<file path="src/logic/octc_pkg.sv">
package octc_pkg;
    localparam logic [8:0] ADDR_MAIN_TRIM = 9'h034;
    localparam logic [8:0] ADDR_SLOW_TRIM = 9'h036;
    localparam logic [8:0] ADDR_TMR_CLK = 9'h031;
    localparam logic [8:0] ADDR_OSC_LOCK = 9'h039;
    localparam logic [8:0] ADDR_CLK_ROUTE = 9'h03A;
    localparam logic [8:0] ADDR_SPEED = 9'h1E0;
    localparam logic [7:0] RST_MAIN_TRIM = 8'h00;
    localparam logic [7:0] RST_SLOW_TRIM = 8'h00;
    localparam logic [7:0] RST_TMR_CLK = 8'h0C;
    localparam logic [7:0] RST_OSC_LOCK = 8'h00;
    localparam logic [7:0] RST_SPEED = 8'h00;
    localparam logic [7:0] RST_CLK_ROUTE = 8'h08;
    localparam logic [7:0] MASK_SLOW_TRIM = 8'hBF;
    localparam logic [7:0] MASK_SPEED = 8'h3F;
    localparam logic [7:0] MASK_OSC_LOCK = 8'h03;
    localparam logic [7:0] MASK_CLK_ROUTE = 8'h0F;
    localparam int FINE_LSB = 5;
    localparam int SLOW_LP_BIT = 7;
    localparam int BIAS_LSB = 4;
    localparam int NO_BUZZ_BIT = 5;
    localparam int SLEEP_LSB = 3;
    localparam int CAP_DIV_LSB = 6;
    localparam int CAP_SEL_LSB = 4;
    localparam int IT_DIV_LSB = 2;
    localparam int LOCK_DIS_BIT = 0;
    localparam int FINE_ONLY_BIT = 1;
    localparam int FILT_EN_BIT = 2;
    localparam int USB_HALF_BIT = 3;
    localparam logic [15:0] WAKE_DIV_0 = 16'h0040;
    localparam logic [15:0] WAKE_DIV_1 = 16'h0200;
    localparam logic [15:0] WAKE_DIV_2 = 16'h1000;
    localparam logic [15:0] WAKE_DIV_3 = 16'h8000;
    localparam int FILT_LEN_DEF = 3;
    typedef enum logic [1:0] {
        SRC_FAST = 2'b00,
        SRC_RSVD = 2'b01,
        SRC_SLOW = 2'b10,
        SRC_ALT = 2'b11
    } octc_src_type;
    typedef enum logic [1:0] {
        OUT_CLOCK_INPUT_PIN = 2'b00,
        OUT_FAST = 2'b01,
        OUT_SLOW = 2'b10,
        OUT_CPU = 2'b11
    } octc_out_type;
endpackage

</file>
<file path="src/logic/octc_clock_ctrl.sv">
`timescale 1ns/1ps
module octc_clock_ctrl #(
    parameter int FILT_LEN = octc_pkg::FILT_LEN_DEF
) (
    input wire logic clk,
    input wire logic rst_n,
    input wire logic [8:0] reg_addr,
    input wire logic [7:0] reg_wdata,
    input wire logic reg_wr,
    input wire logic reg_rd,
    output logic [7:0] reg_rdata,
    input wire logic fast_osc_tick,
    input wire logic slow_osc_tick,
    input wire logic sleep_active,
    input wire logic clock_input_pin,
    output logic cpu_core_clock_en,
    output logic usb_serial_engine_clock_en,
    output logic interval_timer_clock_en,
    output logic capture_timer_clock_en,
    output logic clock_output_pin,
    output logic slow_wake_tick,
    output logic power_seq_clock_en,
    output logic [2:0] fine_offset,
    output logic [4:0] osc_gain,
    output logic slow_low_power,
    output logic [1:0] slow_bias,
    output logic [3:0] slow_freq_trim,
    output logic osc_lock_enable,
    output logic coarse_tune_enable,
    output logic no_buzz
);
    logic [7:0] main_osc_trim;
    logic [7:0] slow_osc_trim;
    logic [7:0] timer_clock_cfg;
    logic [7:0] osc_lock_cfg;
    logic [7:0] cpu_speed_cfg;
    logic [7:0] clock_route_cfg;
    logic clock_input_pin_s1, clock_input_pin_s2, clock_input_pin_filt, clock_input_pin_prev;
    logic [3:0] filt_cnt;
    logic clock_input_pin_level, clock_input_pin_edge;
    logic slow_ok, slow_tick_ok;
    logic cpu_pulse;
    logic usb_half_act, usb_phase;
    logic [1:0] cap_src_act, it_src_act, out_sel_act;
    logic cap_run, cap_tick, cap_pulse;
    logic it_run, it_tick, it_pulse;
    logic out_tick, out_live;
    logic [15:0] wake_cnt, wake_limit;
    logic [7:0] cpu_div, cap_div, it_div;

    if (FILT_LEN < 1 || FILT_LEN > 15) begin : g_bad_filt
        $error("octc_clock_ctrl: FILT_LEN must be 1 to 15");
    end

    function automatic logic src_tick(input logic [1:0] sel,
            input logic f, input logic s, input logic a);
        unique case (octc_pkg::octc_src_type'(sel))
            octc_pkg::SRC_FAST: src_tick = f;
            octc_pkg::SRC_SLOW: src_tick = s;
            octc_pkg::SRC_ALT: src_tick = a;
            octc_pkg::SRC_RSVD: src_tick = 1'b0;
        endcase
    endfunction

    function automatic logic src_live(input logic [1:0] sel,
            input logic s_ok, input logic a_ok);
        unique case (octc_pkg::octc_src_type'(sel))
            octc_pkg::SRC_FAST: src_live = 1'b1;
            octc_pkg::SRC_SLOW: src_live = s_ok;
            octc_pkg::SRC_ALT: src_live = a_ok;
            octc_pkg::SRC_RSVD: src_live = 1'b0;
        endcase
    endfunction

    // CPU speed code to divisor; reserved code runs as 2^7
    function automatic logic [7:0] speed_div(input logic [2:0] code);
        unique case (code)
            3'h0: speed_div = 8'h08;
            3'h1: speed_div = 8'h04;
            3'h2: speed_div = 8'h02;
            3'h3: speed_div = 8'h01;
            3'h4: speed_div = 8'h10;
            3'h5: speed_div = 8'h20;
            3'h6: speed_div = 8'h80;
            3'h7: speed_div = 8'h80;
        endcase
    endfunction

    // Register writes
    always_ff @(posedge clk or negedge rst_n) begin
        if (!rst_n) begin
            main_osc_trim <= octc_pkg::RST_MAIN_TRIM;
            slow_osc_trim <= octc_pkg::RST_SLOW_TRIM;
            timer_clock_cfg <= octc_pkg::RST_TMR_CLK;
            osc_lock_cfg <= octc_pkg::RST_OSC_LOCK;
            cpu_speed_cfg <= octc_pkg::RST_SPEED;
            clock_route_cfg <= octc_pkg::RST_CLK_ROUTE;
        end else if (reg_wr) begin
            unique case (reg_addr)
                octc_pkg::ADDR_MAIN_TRIM: main_osc_trim <= reg_wdata;
                octc_pkg::ADDR_SLOW_TRIM:
                    slow_osc_trim <= reg_wdata & octc_pkg::MASK_SLOW_TRIM;
                octc_pkg::ADDR_TMR_CLK: timer_clock_cfg <= reg_wdata;
                octc_pkg::ADDR_OSC_LOCK:
                    osc_lock_cfg <= reg_wdata & octc_pkg::MASK_OSC_LOCK;
                octc_pkg::ADDR_SPEED:
                    cpu_speed_cfg <= reg_wdata & octc_pkg::MASK_SPEED;
                octc_pkg::ADDR_CLK_ROUTE:
                    clock_route_cfg <= reg_wdata & octc_pkg::MASK_CLK_ROUTE;
                default: ;
            endcase
        end
    end

    // Read data valid only in the cycle after the strobe
    always_ff @(posedge clk or negedge rst_n) begin
        if (!rst_n) begin
            reg_rdata <= 8'h00;
        end else if (reg_rd) begin
            unique case (reg_addr)
                octc_pkg::ADDR_MAIN_TRIM: reg_rdata <= main_osc_trim;
                octc_pkg::ADDR_SLOW_TRIM: reg_rdata <= slow_osc_trim;
                octc_pkg::ADDR_TMR_CLK: reg_rdata <= timer_clock_cfg;
                octc_pkg::ADDR_OSC_LOCK: reg_rdata <= osc_lock_cfg;
                octc_pkg::ADDR_SPEED: reg_rdata <= cpu_speed_cfg;
                octc_pkg::ADDR_CLK_ROUTE: reg_rdata <= clock_route_cfg;
                default: reg_rdata <= 8'h00;
            endcase
        end else begin
            reg_rdata <= 8'h00;
        end
    end

    // Trim fields straight from the registers
    assign fine_offset = main_osc_trim[7:octc_pkg::FINE_LSB];
    assign osc_gain = main_osc_trim[4:0];
    assign slow_low_power = slow_osc_trim[octc_pkg::SLOW_LP_BIT];
    assign slow_bias = slow_osc_trim[octc_pkg::BIAS_LSB +: 2];
    assign slow_freq_trim = slow_osc_trim[3:0];
    assign osc_lock_enable =
        !osc_lock_cfg[octc_pkg::LOCK_DIS_BIT];
    assign coarse_tune_enable =
        osc_lock_enable && !osc_lock_cfg[octc_pkg::FINE_ONLY_BIT];
    assign no_buzz = cpu_speed_cfg[octc_pkg::NO_BUZZ_BIT];

    // Slow source is not usable while asleep
    assign slow_ok = !sleep_active;
    assign slow_tick_ok = slow_osc_tick && slow_ok;

    // CPU clock
    assign cpu_div = speed_div(cpu_speed_cfg[2:0]);
    octc_pulse_div #(.W(8)) u_cpu_div (
        .clk(clk),
        .rst_n(rst_n),
        .tick(fast_osc_tick),
        .run(1'b1),
        .divisor(cpu_div),
        .pulse(cpu_pulse)
    );
    assign cpu_core_clock_en = cpu_pulse;

    // USB clock: halving change adopted only on a whole period
    always_ff @(posedge clk or negedge rst_n) begin
        if (!rst_n) begin
            usb_half_act <= 1'b1;
            usb_phase <= 1'b0;
            usb_serial_engine_clock_en <= 1'b0;
        end else if (fast_osc_tick) begin
            usb_serial_engine_clock_en <= !usb_half_act || usb_phase;
            usb_phase <= usb_half_act && !usb_phase;
            if (!usb_half_act || usb_phase) begin
                usb_half_act <= clock_route_cfg[octc_pkg::USB_HALF_BIT];
            end
        end else begin
            usb_serial_engine_clock_en <= 1'b0;
        end
    end

    // Capture clock
    assign cap_run = src_live(cap_src_act, slow_ok, 1'b0);
    assign cap_tick = src_tick(cap_src_act, fast_osc_tick,
        slow_tick_ok, 1'b0);
    assign cap_div = 8'({1'b0, timer_clock_cfg[octc_pkg::CAP_DIV_LSB +: 2]}
        + 3'h1) << 1;
    always_ff @(posedge clk or negedge rst_n) begin
        if (!rst_n) begin
            cap_src_act <= octc_pkg::RST_TMR_CLK[octc_pkg::CAP_SEL_LSB +: 2];
        end else if (cap_pulse || !cap_run) begin
            cap_src_act <= timer_clock_cfg[octc_pkg::CAP_SEL_LSB +: 2];
        end
    end
    octc_pulse_div #(.W(8)) u_cap_div (
        .clk(clk),
        .rst_n(rst_n),
        .tick(cap_tick),
        .run(cap_run),
        .divisor(cap_div),
        .pulse(cap_pulse)
    );
    assign capture_timer_clock_en = cap_pulse;

    // Interval timer clock
    assign it_run = src_live(it_src_act, slow_ok, cap_run);
    assign it_tick = src_tick(it_src_act, fast_osc_tick,
        slow_tick_ok, cap_pulse);
    assign it_div = 8'({1'b0, timer_clock_cfg[octc_pkg::IT_DIV_LSB +: 2]}
        + 3'h1);
    always_ff @(posedge clk or negedge rst_n) begin
        if (!rst_n) begin
            it_src_act <= octc_pkg::RST_TMR_CLK[1:0];
        end else if (it_pulse || !it_run) begin
            it_src_act <= timer_clock_cfg[1:0];
        end
    end
    octc_pulse_div #(.W(8)) u_it_div (
        .clk(clk),
        .rst_n(rst_n),
        .tick(it_tick),
        .run(it_run),
        .divisor(it_div),
        .pulse(it_pulse)
    );
    assign interval_timer_clock_en = it_pulse;

    // Clock input pin: synchroniser and burst filter
    always_ff @(posedge clk or negedge rst_n) begin
        if (!rst_n) begin
            clock_input_pin_s1 <= 1'b0;
            clock_input_pin_s2 <= 1'b0;
        end else begin
            clock_input_pin_s1 <= clock_input_pin;
            clock_input_pin_s2 <= clock_input_pin_s1;
        end
    end

    always_ff @(posedge clk or negedge rst_n) begin
        if (!rst_n) begin
            filt_cnt <= 4'h0;
            clock_input_pin_filt <= 1'b0;
        end else if (clock_input_pin_s2 == clock_input_pin_filt) begin
            filt_cnt <= 4'h0;
        end else if (filt_cnt >= 4'(FILT_LEN - 1)) begin
            filt_cnt <= 4'h0;
            clock_input_pin_filt <= clock_input_pin_s2;
        end else begin
            filt_cnt <= filt_cnt + 4'h1;
        end
    end

    assign clock_input_pin_level = clock_route_cfg[octc_pkg::FILT_EN_BIT] ?
        clock_input_pin_filt : clock_input_pin_s2;
    always_ff @(posedge clk or negedge rst_n) begin
        if (!rst_n) begin
            clock_input_pin_prev <= 1'b0;
        end else begin
            clock_input_pin_prev <= clock_input_pin_level;
        end
    end
    assign clock_input_pin_edge = clock_input_pin_level ^ clock_input_pin_prev;

    // Clock output pin toggles on each tick of its source, except a tick on which the source swaps
    always_comb begin
        unique case (octc_pkg::octc_out_type'(out_sel_act))
            octc_pkg::OUT_CLOCK_INPUT_PIN: out_tick = clock_input_pin_edge;
            octc_pkg::OUT_FAST: out_tick = fast_osc_tick;
            octc_pkg::OUT_SLOW: out_tick = slow_tick_ok;
            octc_pkg::OUT_CPU: out_tick = cpu_pulse;
        endcase
    end
    assign out_live = out_sel_act != octc_pkg::OUT_SLOW || slow_ok;

    // Source swap only while low, at a source edge or while the source is not live
    always_ff @(posedge clk or negedge rst_n) begin
        if (!rst_n) begin
            out_sel_act <= octc_pkg::RST_CLK_ROUTE[1:0];
            clock_output_pin <= 1'b0;
        end else if (!clock_output_pin && (out_tick || !out_live)
                && out_sel_act != clock_route_cfg[1:0]) begin
            out_sel_act <= clock_route_cfg[1:0];
        end else if (out_tick) begin
            clock_output_pin <= !clock_output_pin;
        end
    end

    // Wakeup period counted on the slow oscillator, even asleep
    always_comb begin
        unique case (cpu_speed_cfg[octc_pkg::SLEEP_LSB +: 2])
            2'h0: wake_limit = octc_pkg::WAKE_DIV_0;
            2'h1: wake_limit = octc_pkg::WAKE_DIV_1;
            2'h2: wake_limit = octc_pkg::WAKE_DIV_2;
            2'h3: wake_limit = octc_pkg::WAKE_DIV_3;
        endcase
    end
    always_ff @(posedge clk or negedge rst_n) begin
        if (!rst_n) begin
            wake_cnt <= 16'h0000;
            slow_wake_tick <= 1'b0;
        end else if (slow_osc_tick) begin
            if (wake_cnt + 16'h0001 >= wake_limit) begin
                wake_cnt <= 16'h0000;
                slow_wake_tick <= 1'b1;
            end else begin
                wake_cnt <= wake_cnt + 16'h0001;
                slow_wake_tick <= 1'b0;
            end
        end else begin
            slow_wake_tick <= 1'b0;
        end
    end

    always_ff @(posedge clk or negedge rst_n) begin
        if (!rst_n) begin
            power_seq_clock_en <= 1'b0;
        end else begin
            power_seq_clock_en <= slow_osc_tick;
        end
    end

    property p_fine_write;
        @(posedge clk) disable iff (!rst_n)
        reg_wr && reg_addr == octc_pkg::ADDR_MAIN_TRIM
        |=> fine_offset == $past(reg_wdata[7:5]);
    endproperty
    a_fine_write: assert property (p_fine_write)
        else $error("fine offset did not follow the trim write");

    property p_gain_write;
        @(posedge clk) disable iff (!rst_n)
        reg_wr && reg_addr == octc_pkg::ADDR_MAIN_TRIM
        |=> osc_gain == $past(reg_wdata[4:0]) ##1 $stable(osc_gain)
            || $past(reg_wr);
    endproperty
    a_gain_write: assert property (p_gain_write)
        else $error("gain did not follow the trim write");

    property p_slow_fields;
        @(posedge clk) disable iff (!rst_n)
        reg_wr && reg_addr == octc_pkg::ADDR_SLOW_TRIM
        |=> slow_bias == $past(reg_wdata[5:4])
            && slow_low_power == $past(reg_wdata[7])
            && slow_freq_trim == $past(reg_wdata[3:0]);
    endproperty
    a_slow_fields: assert property (p_slow_fields)
        else $error("slow trim fields did not follow the write");

    property p_read_slow;
        @(posedge clk) disable iff (!rst_n)
        reg_rd && reg_addr == octc_pkg::ADDR_SLOW_TRIM
        |=> reg_rdata[6] == 1'b0 && reg_rdata[7] == slow_low_power;
    endproperty
    a_read_slow: assert property (p_read_slow)
        else $error("slow trim read back wrong");

    property p_usb_full;
        @(posedge clk) disable iff (!rst_n)
        fast_osc_tick && !usb_half_act |=> usb_serial_engine_clock_en;
    endproperty
    a_usb_full: assert property (p_usb_full)
        else $error("USB clock missed an undivided tick");

    property p_cap_off;
        @(posedge clk) disable iff (!rst_n)
        (cap_src_act == octc_pkg::SRC_ALT)[*2] |-> !capture_timer_clock_en;
    endproperty
    a_cap_off: assert property (p_cap_off)
        else $error("capture clock ran while disabled");

    property p_cap_sleep;
        @(posedge clk) disable iff (!rst_n)
        (sleep_active && cap_src_act == octc_pkg::SRC_SLOW)[*2]
        |-> !capture_timer_clock_en;
    endproperty
    a_cap_sleep: assert property (p_cap_sleep)
        else $error("capture clock ran from slow source in sleep");

    property p_wake_src;
        @(posedge clk) disable iff (!rst_n)
        slow_wake_tick |-> $past(slow_osc_tick);
    endproperty
    a_wake_src: assert property (p_wake_src)
        else $error("wakeup tick without a slow oscillator tick");

    property p_lock_off;
        @(posedge clk) disable iff (!rst_n)
        reg_wr && reg_addr == octc_pkg::ADDR_OSC_LOCK && reg_wdata[0]
        |=> !osc_lock_enable && !coarse_tune_enable;
    endproperty
    a_lock_off: assert property (p_lock_off)
        else $error("oscillator lock stayed on after disable");
endmodule // octc_clock_ctrl

</file>
<file path="src/logic/octc_pulse_div.sv">
`timescale 1ns/1ps
module octc_pulse_div #(
    parameter int W = 8
) (
    input wire logic clk,
    input wire logic rst_n,
    input wire logic tick,
    input wire logic run,
    input wire logic [W-1:0] divisor,
    output logic pulse
);
    logic [W-1:0] cnt;
    logic [W-1:0] act;

    if (W < 2) begin : g_bad_width
        $error("octc_pulse_div: W must be at least 2");
    end

    // New divisor only adopted at a period boundary or while stopped
    always_ff @(posedge clk or negedge rst_n) begin
        if (!rst_n) begin
            cnt <= '0;
            act <= W'(1);
            pulse <= 1'b0;
        end else if (!run) begin
            cnt <= '0;
            act <= divisor;
            pulse <= 1'b0;
        end else if (tick) begin
            if (cnt + W'(1) >= act) begin
                cnt <= '0;
                act <= divisor;
                pulse <= 1'b1;
            end else begin
                cnt <= cnt + W'(1);
                pulse <= 1'b0;
            end
        end else begin
            pulse <= 1'b0;
        end
    end

    property p_div_gap;
        @(posedge clk) disable iff (!rst_n)
        pulse && act > W'(1) |=> !pulse;
    endproperty
    a_div_gap: assert property (p_div_gap)
        else $error("divider pulse came before its period ended");
endmodule // octc_pulse_div

</file>
<file path="config.mk">
export PLATFORM = sky130hd
export DESIGN_NAME = octc_clock_ctrl
export DESIGN_NICKNAME = d
export VERILOG_FILES = /design/src/logic/octc_pkg.sv /design/src/logic/octc_clock_ctrl.sv /design/src/logic/octc_pulse_div.sv
export SDC_FILE = /design/constraint.sdc
export NUM_CORES = 1
export LEC_CHECK = 0
export CORE_ASPECT_RATIO = 0.7
export CORE_MARGIN = 3
export CORE_UTILIZATION = 56
export DETAILED_ROUTE_END_ITERATION = 12
export DONT_BUFFER_PORTS = 1
export PLACE_DENSITY = 0.76
export SYNTH_ARGS = -nofsm -noshare
export SYNTH_HDL_FRONTEND = slang
export SYNTH_SLANG_ARGS = --single-unit
</file>
<file path="constraint.sdc">
create_clock -name clk -period 4.9 [get_ports clk]
set_input_delay 0.49 -clock clk [delete_from_list [all_inputs] [get_ports clk]]
set_output_delay 0.49 -clock clk [all_outputs]
set_load 0.01 [all_outputs]
</file>
==> summary.txt, run 1 <==
Detailed routing
  – WL per Instance: ~19 um
  – Vias per inst: a little over 6
  – Drt drc: 0
  – Initial DRC count: between 400 and 500
  – Via count: between 4,000 and 5,000
  – Drt total wl: 13,500 um
  – ANT nets after route: 0
  – TritonRoute pass-1 iters: 6

Floorplanning
  – Die Span Y: about 94 um
  – Core Region: approximately 0.011 mm^2
  – # IOs: 58
  – Die Footprint: 0.0123 mm^2
  – Initial core utilization: 0.584
  – Row cnt: 31
  – Die W: about 130 um

Clock network
  – Post-CTS Hold Buffers: 1
  – Post CTS Setup Buffer Count: 0
  – CTS Root Cell: clkbuf_16
  – PostCTS Resize Cnt: 0
  – Maximum clock insertion buffer count: 2
  – H-Tree Depth: 4
  – CTS buffer count: 17
  – CTS tree: done
  – Clock transition at the registers of the reported paths: around 60 ps
  – Clock sink count: 120
  – Clock latency on the worst-skew pair: approximately 420 ps

Worst setup path
  – Critical R2R Capture: wake_cnt[15]
  – Peak per-stage delay on the critical path: just over 600 ps
  – Arr. time, crit path: about 3600 ps
  – Flop2flop setup slack: 1540 ps
  – WP buf/inv: 0
  – Critical path's top delay family: simple AND/OR/NAND/NOR gates
  – Critical Path RT: between 5000 and 6000 ps
  – Worst setup EP type: flip-flop
  – Highest-delay cell along the critical path: a21oi_2
  – Setup CP Type: reg2reg
  – Worst path cell trace: ha_1, nand4_1, nor3_2, and3_1, xor2_1, ha_1, nand2_1, a31oi_1, a221oi_2, a21oi_2, nor3_1
  – Most frequent CP cell: ha_1
  – Worst Reg2Reg Path Length in Cells: 11
  – CP Max Fanout: 16
  – Reg2Reg Launch Point: wake_cnt[0]
  – CP Launch Type: flip-flop

Yosys
  – Synth Area in Adders: 0.0530
  – Mean Syn Cell Area: 10.9 um^2
  – Synth area leader: dfrtp_1
  – Yosys top cell area share: 0.460
  – EDFF count, synth: 0
  – Synth Area in XOR/XNOR: 0.0300
  – Distinct cells, synth: 66
  – Register area share after synthesis: 0.490
  – Mapped Area: slightly above 0.006 mm^2
  – Post-synth top flop: dfrtp_1
  – Synth Register Bits: 120
  – YS warnings: 0
  – Syn Nets: about 610
  – Top-count cell post-synth: dfrtp_1
  – Largest family of logic cells by synthesized area: simple AND/OR/NAND/NOR gates
  – Post-synthesis compound-gate area fraction: 0.0939
  – Mapped Cells: ~560
  – Post-synthesis simple-gate area fraction: 0.163
  – Synth top area cells: dfrtp_1 (46%), mux2_2 (9.9%), ha_1 (5.3%), mux2i_1 (3.1%), dfstp_2 (3.0%)
  – Mux share of post-synthesis cell area: 0.134
  – Asr flop ratio synth: 1.00
  – Post-synth top cells: dfrtp_1 (113), mux2_2 (54), nor2_1 (44)

STA
  – # setup viols final: 0
  – Final min period: ~3400 ps
  – Final hold slack: around 41 ps
  – Fin Clk Skew: approximately 9.0 ps
  – RSZ-0062 raised after global routing: no
  – Max Slew Vio Count: 0
  – Max-Slew Margin vs Limit: 0.323
  – Max frequency: 0.298 GHz
  – Final WS setup: around 1500 ps
  – Total Neg Setup Slack: 0 ps
  – Final Cycle Share: 0.685
  – Measured slew at the worst slew-check pin: between 1000 and 1500 ps
  – Endpoints failing hold: 0

Cells and area
  – ANT cells: 0
  – Final instance area: just under 0.007 mm^2
  – Share of post-route cells with drive strength above 1: 0.184
  – Nets: around 620
  – Area delta synth->final: 10.6%

Place
  – HPWL Detailed: around 9300 um
  – Pre-CTS setup slack: approximately 1600 ps
  – GPL Wtd Cong: 0.871
  – Input/output buffers: 0
  – DP Area: 0.00622 mm^2

Flow run
  – Max-cap viol count: 0

Global route
  – Initial antenna violation count: 0
  – GRT Total Usage: 0.236
  – First-pass GRT wire length: between 20,000 and 25,000 um
  – Largest net degree at the start of global routing: around 120
  – Vias in the first global route: 4,409
  – Total gr overflow: 0

Status
  – Outcome: completed

Pwr
  – Peak supply drop: around 0.00028 V
  – Leakage Power: between 3 and 4 nW
  – Cell Pwr Density: 440 mW/mm^2

Min path
  – Hold Crit Class: in2async
-- cells by family (layout without fill, tap and decap cells) --
group / after synthesis / after routing
buffers and inverters: 48 / 63
other: 1 / 1
flip-flops: 120 / 120
XOR/XNOR: 21 / 21
AND/OR/NAND/NOR: 190 / 190
multiplexers: 74 / 74
AO/OA/AOI/OAI: 82 / 82
adder cells (fa/ha/maj): 26 / 26
-- where the power goes --
| group | internal, mW | switching (mW) | leakage (nW) |
|---|---|---|---|
| clock | 0.715 | 0.431 | 0.273 |
| combinational | 0.287 | 0.330 | 1.32 |
| sequential | 1.09 | 0.133 | 1.60 |
| total | 2.10 | 0.893 | 3.19 |
-- registers in the layout, indices dropped and copies added (netlist names), 2 cells and up --
name	cells
main_osc_trim	8
osc_lock_cfg	2
out_sel_act	2
cap_src_act	2
u_cpu_div.cnt	8
u_cpu_div.act	7
u_it_div.act	3
wake_cnt	16
u_it_div.cnt	8
reg_rdata	8
clock_route_cfg	4
it_src_act	2
u_cap_div.act	4
slow_osc_trim	7
timer_clock_cfg	8
cpu_speed_cfg	6
u_cap_div.cnt	8
filt_cnt	4
-- cell usage in the layout, fill, tap and decap left out, types with 3 or more instances in the layout --
master / synthesis / final
ha_1: 26 / 26
xnor2_1: 10 / 10
clkbuf_16: 0 / 17
and2_1: 11 / 11
o21ai_0: 18 / 18
nand4_1: 5 / 5
a21o_1: 5 / 5
a222oi_1: 4 / 4
nand2b_1: 10 / 10
dfstp_2: 7 / 7
mux2i_1: 19 / 19
nand3_1: 25 / 25
a22oi_1: 4 / 4
nor2_1: 44 / 44
a21oi_1: 18 / 18
inv_1: 30 / 30
mux2_2: 54 / 54
xor2_1: 11 / 11
a22o_1: 3 / 3
nand3b_1: 4 / 4
clkinv_2: 0 / 8
nor2b_1: 7 / 7
dfrtp_1: 113 / 113
nand2_1: 33 / 33
a211oi_1: 3 / 3
clkbuf_1: 9 / 3
o22ai_1: 7 / 7
nor3_1: 24 / 24
a31oi_1: 3 / 3
and3_1: 8 / 8
-- worst max-delay path by stage --
stage | endpoint | from | depth (start not counted)
floorplan | wake_cnt[10] | wake_cnt[0] | 12
global placement | wake_cnt[6] | wake_cnt[0] | 11
detailed placement | wake_cnt[11] | wake_cnt[0] | 11
CTS | wake_cnt[9] | wake_cnt[0] | 11
global route | wake_cnt[9] | wake_cnt[0] | 11
finish | wake_cnt[15] | wake_cnt[0] | 11
-- through the flow --
step	utilization	cells	power, mW
2_1_floorplan	-	562	1.70
3_3_place_gp	0.592	692	1.78
3_5_place_dp	0.592	692	1.82
4_1_cts	0.646	725	3.00
5_1_grt	0.646	725	3.15
6_report	0.646	725	2.99
-- cell type report --
class                   count  area [um^2]
clock buffers              22          464
well taps                 148          185
inverters                  30          113
multi-input cells         394         2910
fillers                   796         3720
clock inverters            10         77.6
flip-flops and latches    120         3010
repair buffers              1         27.5
-- worst register-to-register path, stage by stage, from the launching register on --
cell	delay (ps)
dfrtp_1	440
ha_1	350
nand4_1	220
nor3_2	330
and3_1	290
xor2_1	90
ha_1	320
nand2_1	60
a31oi_1	210
a221oi_2	120
a21oi_2	610
nor3_1	150
-- layer usage --
metal / global-route usage / wire, um / vias up
li1: - / - / 2017
met1: 0.324 / 6290 / 2192
met2: 0.358 / 6010 / 162
met3: 0.0634 / 1020 / 24
met4: 0.0979 / 223 / 0
met5: 0 / 0 / -
No activity file was read; power rests on OpenSTA's default activity.
==> inputs of run 2 (changes only) <==
PLACE_DENSITY = 0.79   (was 0.76)
clock period = 2.9 ns   (was 4.9 ns; I/O delays follow)
==> run 2 against run 1 <==
Effect of this change:
- count of clock-buffer cells in the layout did not move
- die area did not move
- via count fell by 0.68%
- maximum frequency rose by 24%
- final cell count rose by 1.8%
- hold slack got worse by 470 ps
- flip-flop and latch count did not move
- critical path depth did not move
- power rose by 74%
- largest cell class unchanged
- critical path type unchanged
- the run now ends with negative hold slack left
- global-route usage fell by 0.18 points
==> summary.txt, run 2 (synthesized netlist as in run 1, its figures left out) <==
Clock network
  – Clock latency on the worst-skew pair: roughly 400 ps
  – CTS buffer count: 17
  – H-Tree Depth: 4
  – Clock sink count: 120
  – CTS Root Cell: clkbuf_16
  – CTS tree: done
  – Clock transition at the registers of the reported paths: 50 ps
  – Post-CTS Hold Buffers: 3
  – Maximum clock insertion buffer count: 2

Cells and area
  – Largest register by flop count: wake_cnt
  – Area delta synth->final: 12.9%
  – Nets: around 630
  – Max reg flops: 16
  – Most common cell after layout, fill and taps aside: dfrtp_1
  – ANT cells: 0
  – Final instance area: approximately 0.007 mm^2
  – Most frequent cells in the layout: dfrtp_1 (113), mux2_2 (54), nor2_1 (44), nand2_1 (33), inv_1 (30)
  – Fillers: between 700 and 800
  – Share of post-route cells with drive strength above 1: 0.202

Floorplanning
  – Die W: about 130 um
  – Initial core utilization: 0.584
  – Die Span Y: around 94 um
  – Die Footprint: around 0.012 mm^2
  – Row cnt: 31
  – # IOs: 58
  – Core Region: approximately 0.011 mm^2

Global route
  – Vias in the first global route: ~4,300
  – First-pass GRT wire length: between 20,000 and 25,000 um
  – Largest net degree at the start of global routing: ~120
  – GRT Total Usage: 0.234
  – Total gr overflow: 0
  – Initial antenna violation count: 0

STA
  – Max frequency: roughly 0.37 GHz
  – Total Neg Setup Slack: 0 ps
  – RSZ-0062 raised after global routing: no
  – # setup viols final: 0
  – Max-Slew Margin vs Limit: 0.365
  – Final Cycle Share: 0.933
  – Final hold slack: -429 ps
  – Max Slew Vio Count: 0
  – Endpoints failing hold: 120
  – Fin Clk Skew: 6.62 ps
  – Final min period: between 2000 and 3000 ps
  – Measured slew at the worst slew-check pin: 942 ps

Detailed routing
  – TritonRoute pass-1 iters: 5
  – Vias per inst: ~6
  – Initial DRC count: 432
  – Drt total wl: 13,500 um
  – Via count: ~4,400
  – Drt drc: 0
  – WL per Instance: 18.3 um
  – ANT nets after route: 0

Worst setup path
  – Peak per-stage delay on the critical path: slightly above 400 ps
  – CP Max Fanout: 16
  – WP buf/inv: 0
  – Critical path's top delay family: simple AND/OR/NAND/NOR gates
  – Most frequent CP cell: ha_1
  – Highest-delay cell along the critical path: dfrtp_1
  – Worst setup EP type: flip-flop
  – Worst path cell trace: ha_1, nand4_1, nor3_2, and3_2, xor2_1, ha_1, nand2_1, a31oi_1, a221oi_2, a21oi_4, nor3_1
  – CP Launch Type: flip-flop
  – Arr. time, crit path: about 3000 ps
  – Setup CP Type: reg2reg
  – Critical Path RT: between 3000 and 4000 ps

Place
  – DP Area: roughly 0.0063 mm^2
  – GPL Wtd Cong: between 1 and 1.5
  – HPWL Detailed: 9440 um
  – Input/output buffers: 0

Pwr
  – Cell Pwr Density: 749 mW/mm^2
  – Leakage Power: between 3 and 4 nW
  – Peak supply drop: about 0.00044 V

Min path
  – Hold Crit Class: in2async

Status
  – Outcome: complete, but fails checks
  – Failing checks: negative hold slack

Flow run
  – Max-cap viol count: 0
==> run 2: changes by cell type in the layout (fill, tap and decap cells not counted), moves of 2 or more <==
cell / change
clkbuf_8: +2
dlygate4sd3_1: +3
clkinv_2: -2
clkbuf_1: -2
buf_4: +12
==> run 2: layout make-up <==
class                           count  area, um^2  share of cell area
Sequential cell                   120        3010               0.435
Multi-Input combinational cell    394        2920               0.421
Clock buffer                       22         484              0.0699
Tap cell                          148         185              0.0267
Timing Repair Buffer               15         120              0.0173
Inverter                           30         113              0.0162
Clock inverter                      9        97.6              0.0141
==> run 2: timing repair <==
action	in CTS	in global routing
gates resized for setup	0	2
setup endpoints to repair	0	16
hold endpoints to repair	130	120
setup buffers	0	0
==> run 2: worst paths after layout <==
kind | depth (start not counted) | slack [ps] | startpoint | end
min in group clk | 2 | 20 | fast_osc_tick | u_cpu_div.cnt[7]
max | 11 | 190 | wake_cnt[0] | wake_cnt[9]
max in group asynchronous | 0 | 3020 | rst_n | timer_clock_cfg[3]
min reg2reg | 0 | 390 | clock_input_pin_s1 | clock_input_pin_s2
max reg2reg | 11 | 190 | wake_cnt[0] | wake_cnt[9]
min | 0 | -430 | rst_n | u_it_div.cnt[5]
==> run 2: metal layers <==
metal  track usage  part of all wire  wire (um)  up-vias
met2         0.341              0.42       5710      173
met5             0                 0          0        -
li1              -                 -          -     2033
met1         0.335              0.47       6290     2132
met4        0.0778             0.018        246        0
met3        0.0715             0.091       1220       27
==> run 2: metrics by stage <==
step / total power [mW] / utilization / hold slack, ps / worst slack [ps] / instances
2_1_floorplan: 2.88 / - / -5.59 / 268 / 562
3_3_place_gp: 3.07 / 0.600 / -0.112 / 136 / 704
3_5_place_dp: 3.13 / 0.600 / 0.406 / 65.5 / 704
4_1_cts: 5.22 / 0.658 / -443 / 49.8 / 738
5_1_grt: 5.46 / 0.659 / -448 / 9.48 / 738
6_report: 5.19 / 0.659 / -429 / 193 / 738
==> run 2: where the power goes <==
part	internal, mW	leakage, nW	switching (mW)	total [mW]
clock	1.34	0.291	0.725	2.06
sequential	1.85	1.60	0.228	2.08
combinational	0.531	1.39	0.518	1.05
total	3.72	3.27	1.47	5.19
==> inputs of run 3 (changes only) <==
GPL_ROUTABILITY_DRIVEN = 0   (was default)
PLACE_DENSITY = 0.85   (was 0.79)
SKIP_CTS_REPAIR_TIMING = 1   (was default)
==> run 3 against run 2 <==
Effect of this change:
- the flow still finishes with violations (negative hold slack)
- die area stayed put
- critical path depth is 1 lower
- maximum frequency is 5.9% lower
- register-to-register slack worse by 170 ps
- setup slack worse by 170 ps
- sequential power hardly changed
- clock skew is 7.7 ps higher
- critical path type unchanged
- critical endpoint unchanged
==> summary.txt, run 3 (synthesized netlist as in run 1, its figures left out) <==
Cells and area
  – Fillers: roughly 730
  – Nets: approximately 630
  – Largest register by flop count: wake_cnt
  – ANT cells: 0
  – Post-Route Utilization: 0.668
  – Fin cells: between 700 and 800
  – Share of post-route cells with drive strength above 1: 0.209
  – Most common cell after layout, fill and taps aside: dfrtp_1
  – Max reg flops: 16
  – Area delta synth->final: 14.4%
  – Final instance area: between 0.007 and 0.008 mm^2
  – Most frequent cells in the layout: dfrtp_1 (112), mux2_2 (54), nor2_1 (44), nand2_1 (32), inv_1 (30)

Global route
  – Largest net degree at the start of global routing: approximately 120
  – GRT Total Usage: 0.243
  – First-pass GRT wire length: between 20,000 and 25,000 um
  – Initial antenna violation count: 0
  – Vias in the first global route: between 4,000 and 5,000
  – Total gr overflow: 0

Floorplanning
  – Initial core utilization: 0.584
  – Core Region: about 0.011 mm^2
  – Die Footprint: 0.0123 mm^2
  – Die Span Y: ~94 um
  – Die W: between 100 and 150 um
  – # IOs: between 50 and 60
  – Row cnt: 31

Detailed routing
  – TritonRoute pass-1 iters: 5
  – Vias per inst: ~6.3
  – WL per Instance: approximately 20 um
  – Initial DRC count: between 400 and 500
  – Via count: around 4,600
  – Drt drc: 0
  – ANT nets after route: 0
  – Drt total wl: ~15,000 um

Place
  – HPWL Detailed: between 9000 and 10,000 um
  – DP Area: 0.00629 mm^2
  – Cells after DPL: roughly 700
  – Input/output buffers: 0

Clock network
  – Maximum clock insertion buffer count: 2
  – CTS tree: done
  – CTS buffer count: 17
  – CTS Root Cell: clkbuf_16
  – Clock transition at the registers of the reported paths: 50 ps
  – Clock latency on the worst-skew pair: 420 ps
  – Clock sink count: 120
  – H-Tree Depth: 4

Worst setup path
  – Critical R2R Capture: wake_cnt[9]
  – Worst Reg2Reg Path Length in Cells: 10
  – CP Launch Type: flip-flop
  – Worst setup EP type: flip-flop
  – CP Max Fanout: 16
  – Flop2flop setup slack: 20 ps
  – Setup CP Type: reg2reg
  – Critical Path RT: about 3200 ps
  – Reg2Reg Launch Point: wake_cnt[3]
  – Arr. time, crit path: approximately 3200 ps

Pwr
  – Peak supply drop: a little under 0.0005 V
  – Power, Total: 5.43 mW
  – Leakage Power: 3.30 nW
  – Cell Pwr Density: 773 mW/mm^2

Status
  – Failing checks: negative hold slack
  – Outcome: complete, but fails checks

STA
  – Max Slew Vio Count: 0
  – Final hold slack: -432 ps
  – Final min period: approximately 2900 ps
  – # setup viols final: 0
  – Fin Clk Skew: around 14 ps
  – Total Neg Setup Slack: 0 ps
  – Max-Slew Margin vs Limit: 0.238
  – Final Cycle Share: 0.992
  – Max frequency: about 0.35 GHz
  – Measured slew at the worst slew-check pin: 1130 ps
  – Endpoints failing hold: 120

Flow run
  – Max-cap viol count: 0

Min path
  – Hold Crit Class: in2async
## run 3: changes by cell type in the layout (fill, tap and decap cells not counted), moves of 2 or more
cell       change
buf_4          +2
bufinv_16      +2
clkbuf_1       +3
clkbuf_8       -2
clkinv_2       -2
## run 3: final cells by class
class                           count  area [um^2]  area share
Clock inverter                      9          148      0.0210
Clock buffer                       23          468      0.0666
Sequential cell                   120         3010       0.429
Multi-Input combinational cell    394         2940       0.419
Timing Repair Buffer               18          155      0.0221
Tap cell                          148          185      0.0264
Inverter                           30          113      0.0160
## run 3: worst max-delay path by stage
stage | startpoint | to | slack, ps | cells past startpoint
finish | wake_cnt[3] | wake_cnt[9] | 20 | 10
CTS | wake_cnt[0] | wake_cnt[1] | -110 | 11
global placement | wake_cnt[0] | wake_cnt[7] | 140 | 11
detailed placement | wake_cnt[0] | wake_cnt[1] | -60 | 11
global route | wake_cnt[3] | wake_cnt[12] | -160 | 10
floorplan | wake_cnt[0] | wake_cnt[10] | 270 | 12
## run 3: critical path, stage by stage (launching register included)
cell	delay, ps
dfrtp_1	540
nand4_4	190
nor3_2	260
xor2_1	230
ha_1	300
a21oi_1	190
o21ai_0	170
a2bb2oi_1	430
a21oi_4	120
buf_12	170
nor3_1	190
## run 3: report_power, final
part / internal (mW) / switching (mW)
Sequential: 1.85 / 0.244
Clock: 1.48 / 0.727
Combinational: 0.562 / 0.573
Total: 3.89 / 1.54
## run 3: stage by stage
stage	worst slack [ps]	hold slack (ps)
floorplan	268	-5.59
global placement	137	-2.66
detailed placement	-58.1	-3.36
CTS	-107	-446
global route	-160	-450
finish	23.7	-432
## run 3: routing by layer
| metal | routed length [um] | track usage | up-vias |
|---|---|---|---|
| met1 | 6270 | 0.327 | 2274 |
| li1 | - | - | 2055 |
| met4 | 582 | 0.118 | 0 |
| met2 | 6440 | 0.365 | 261 |
| met5 | 0 | 0 | - |
| met3 | 1260 | 0.0726 | 57 |
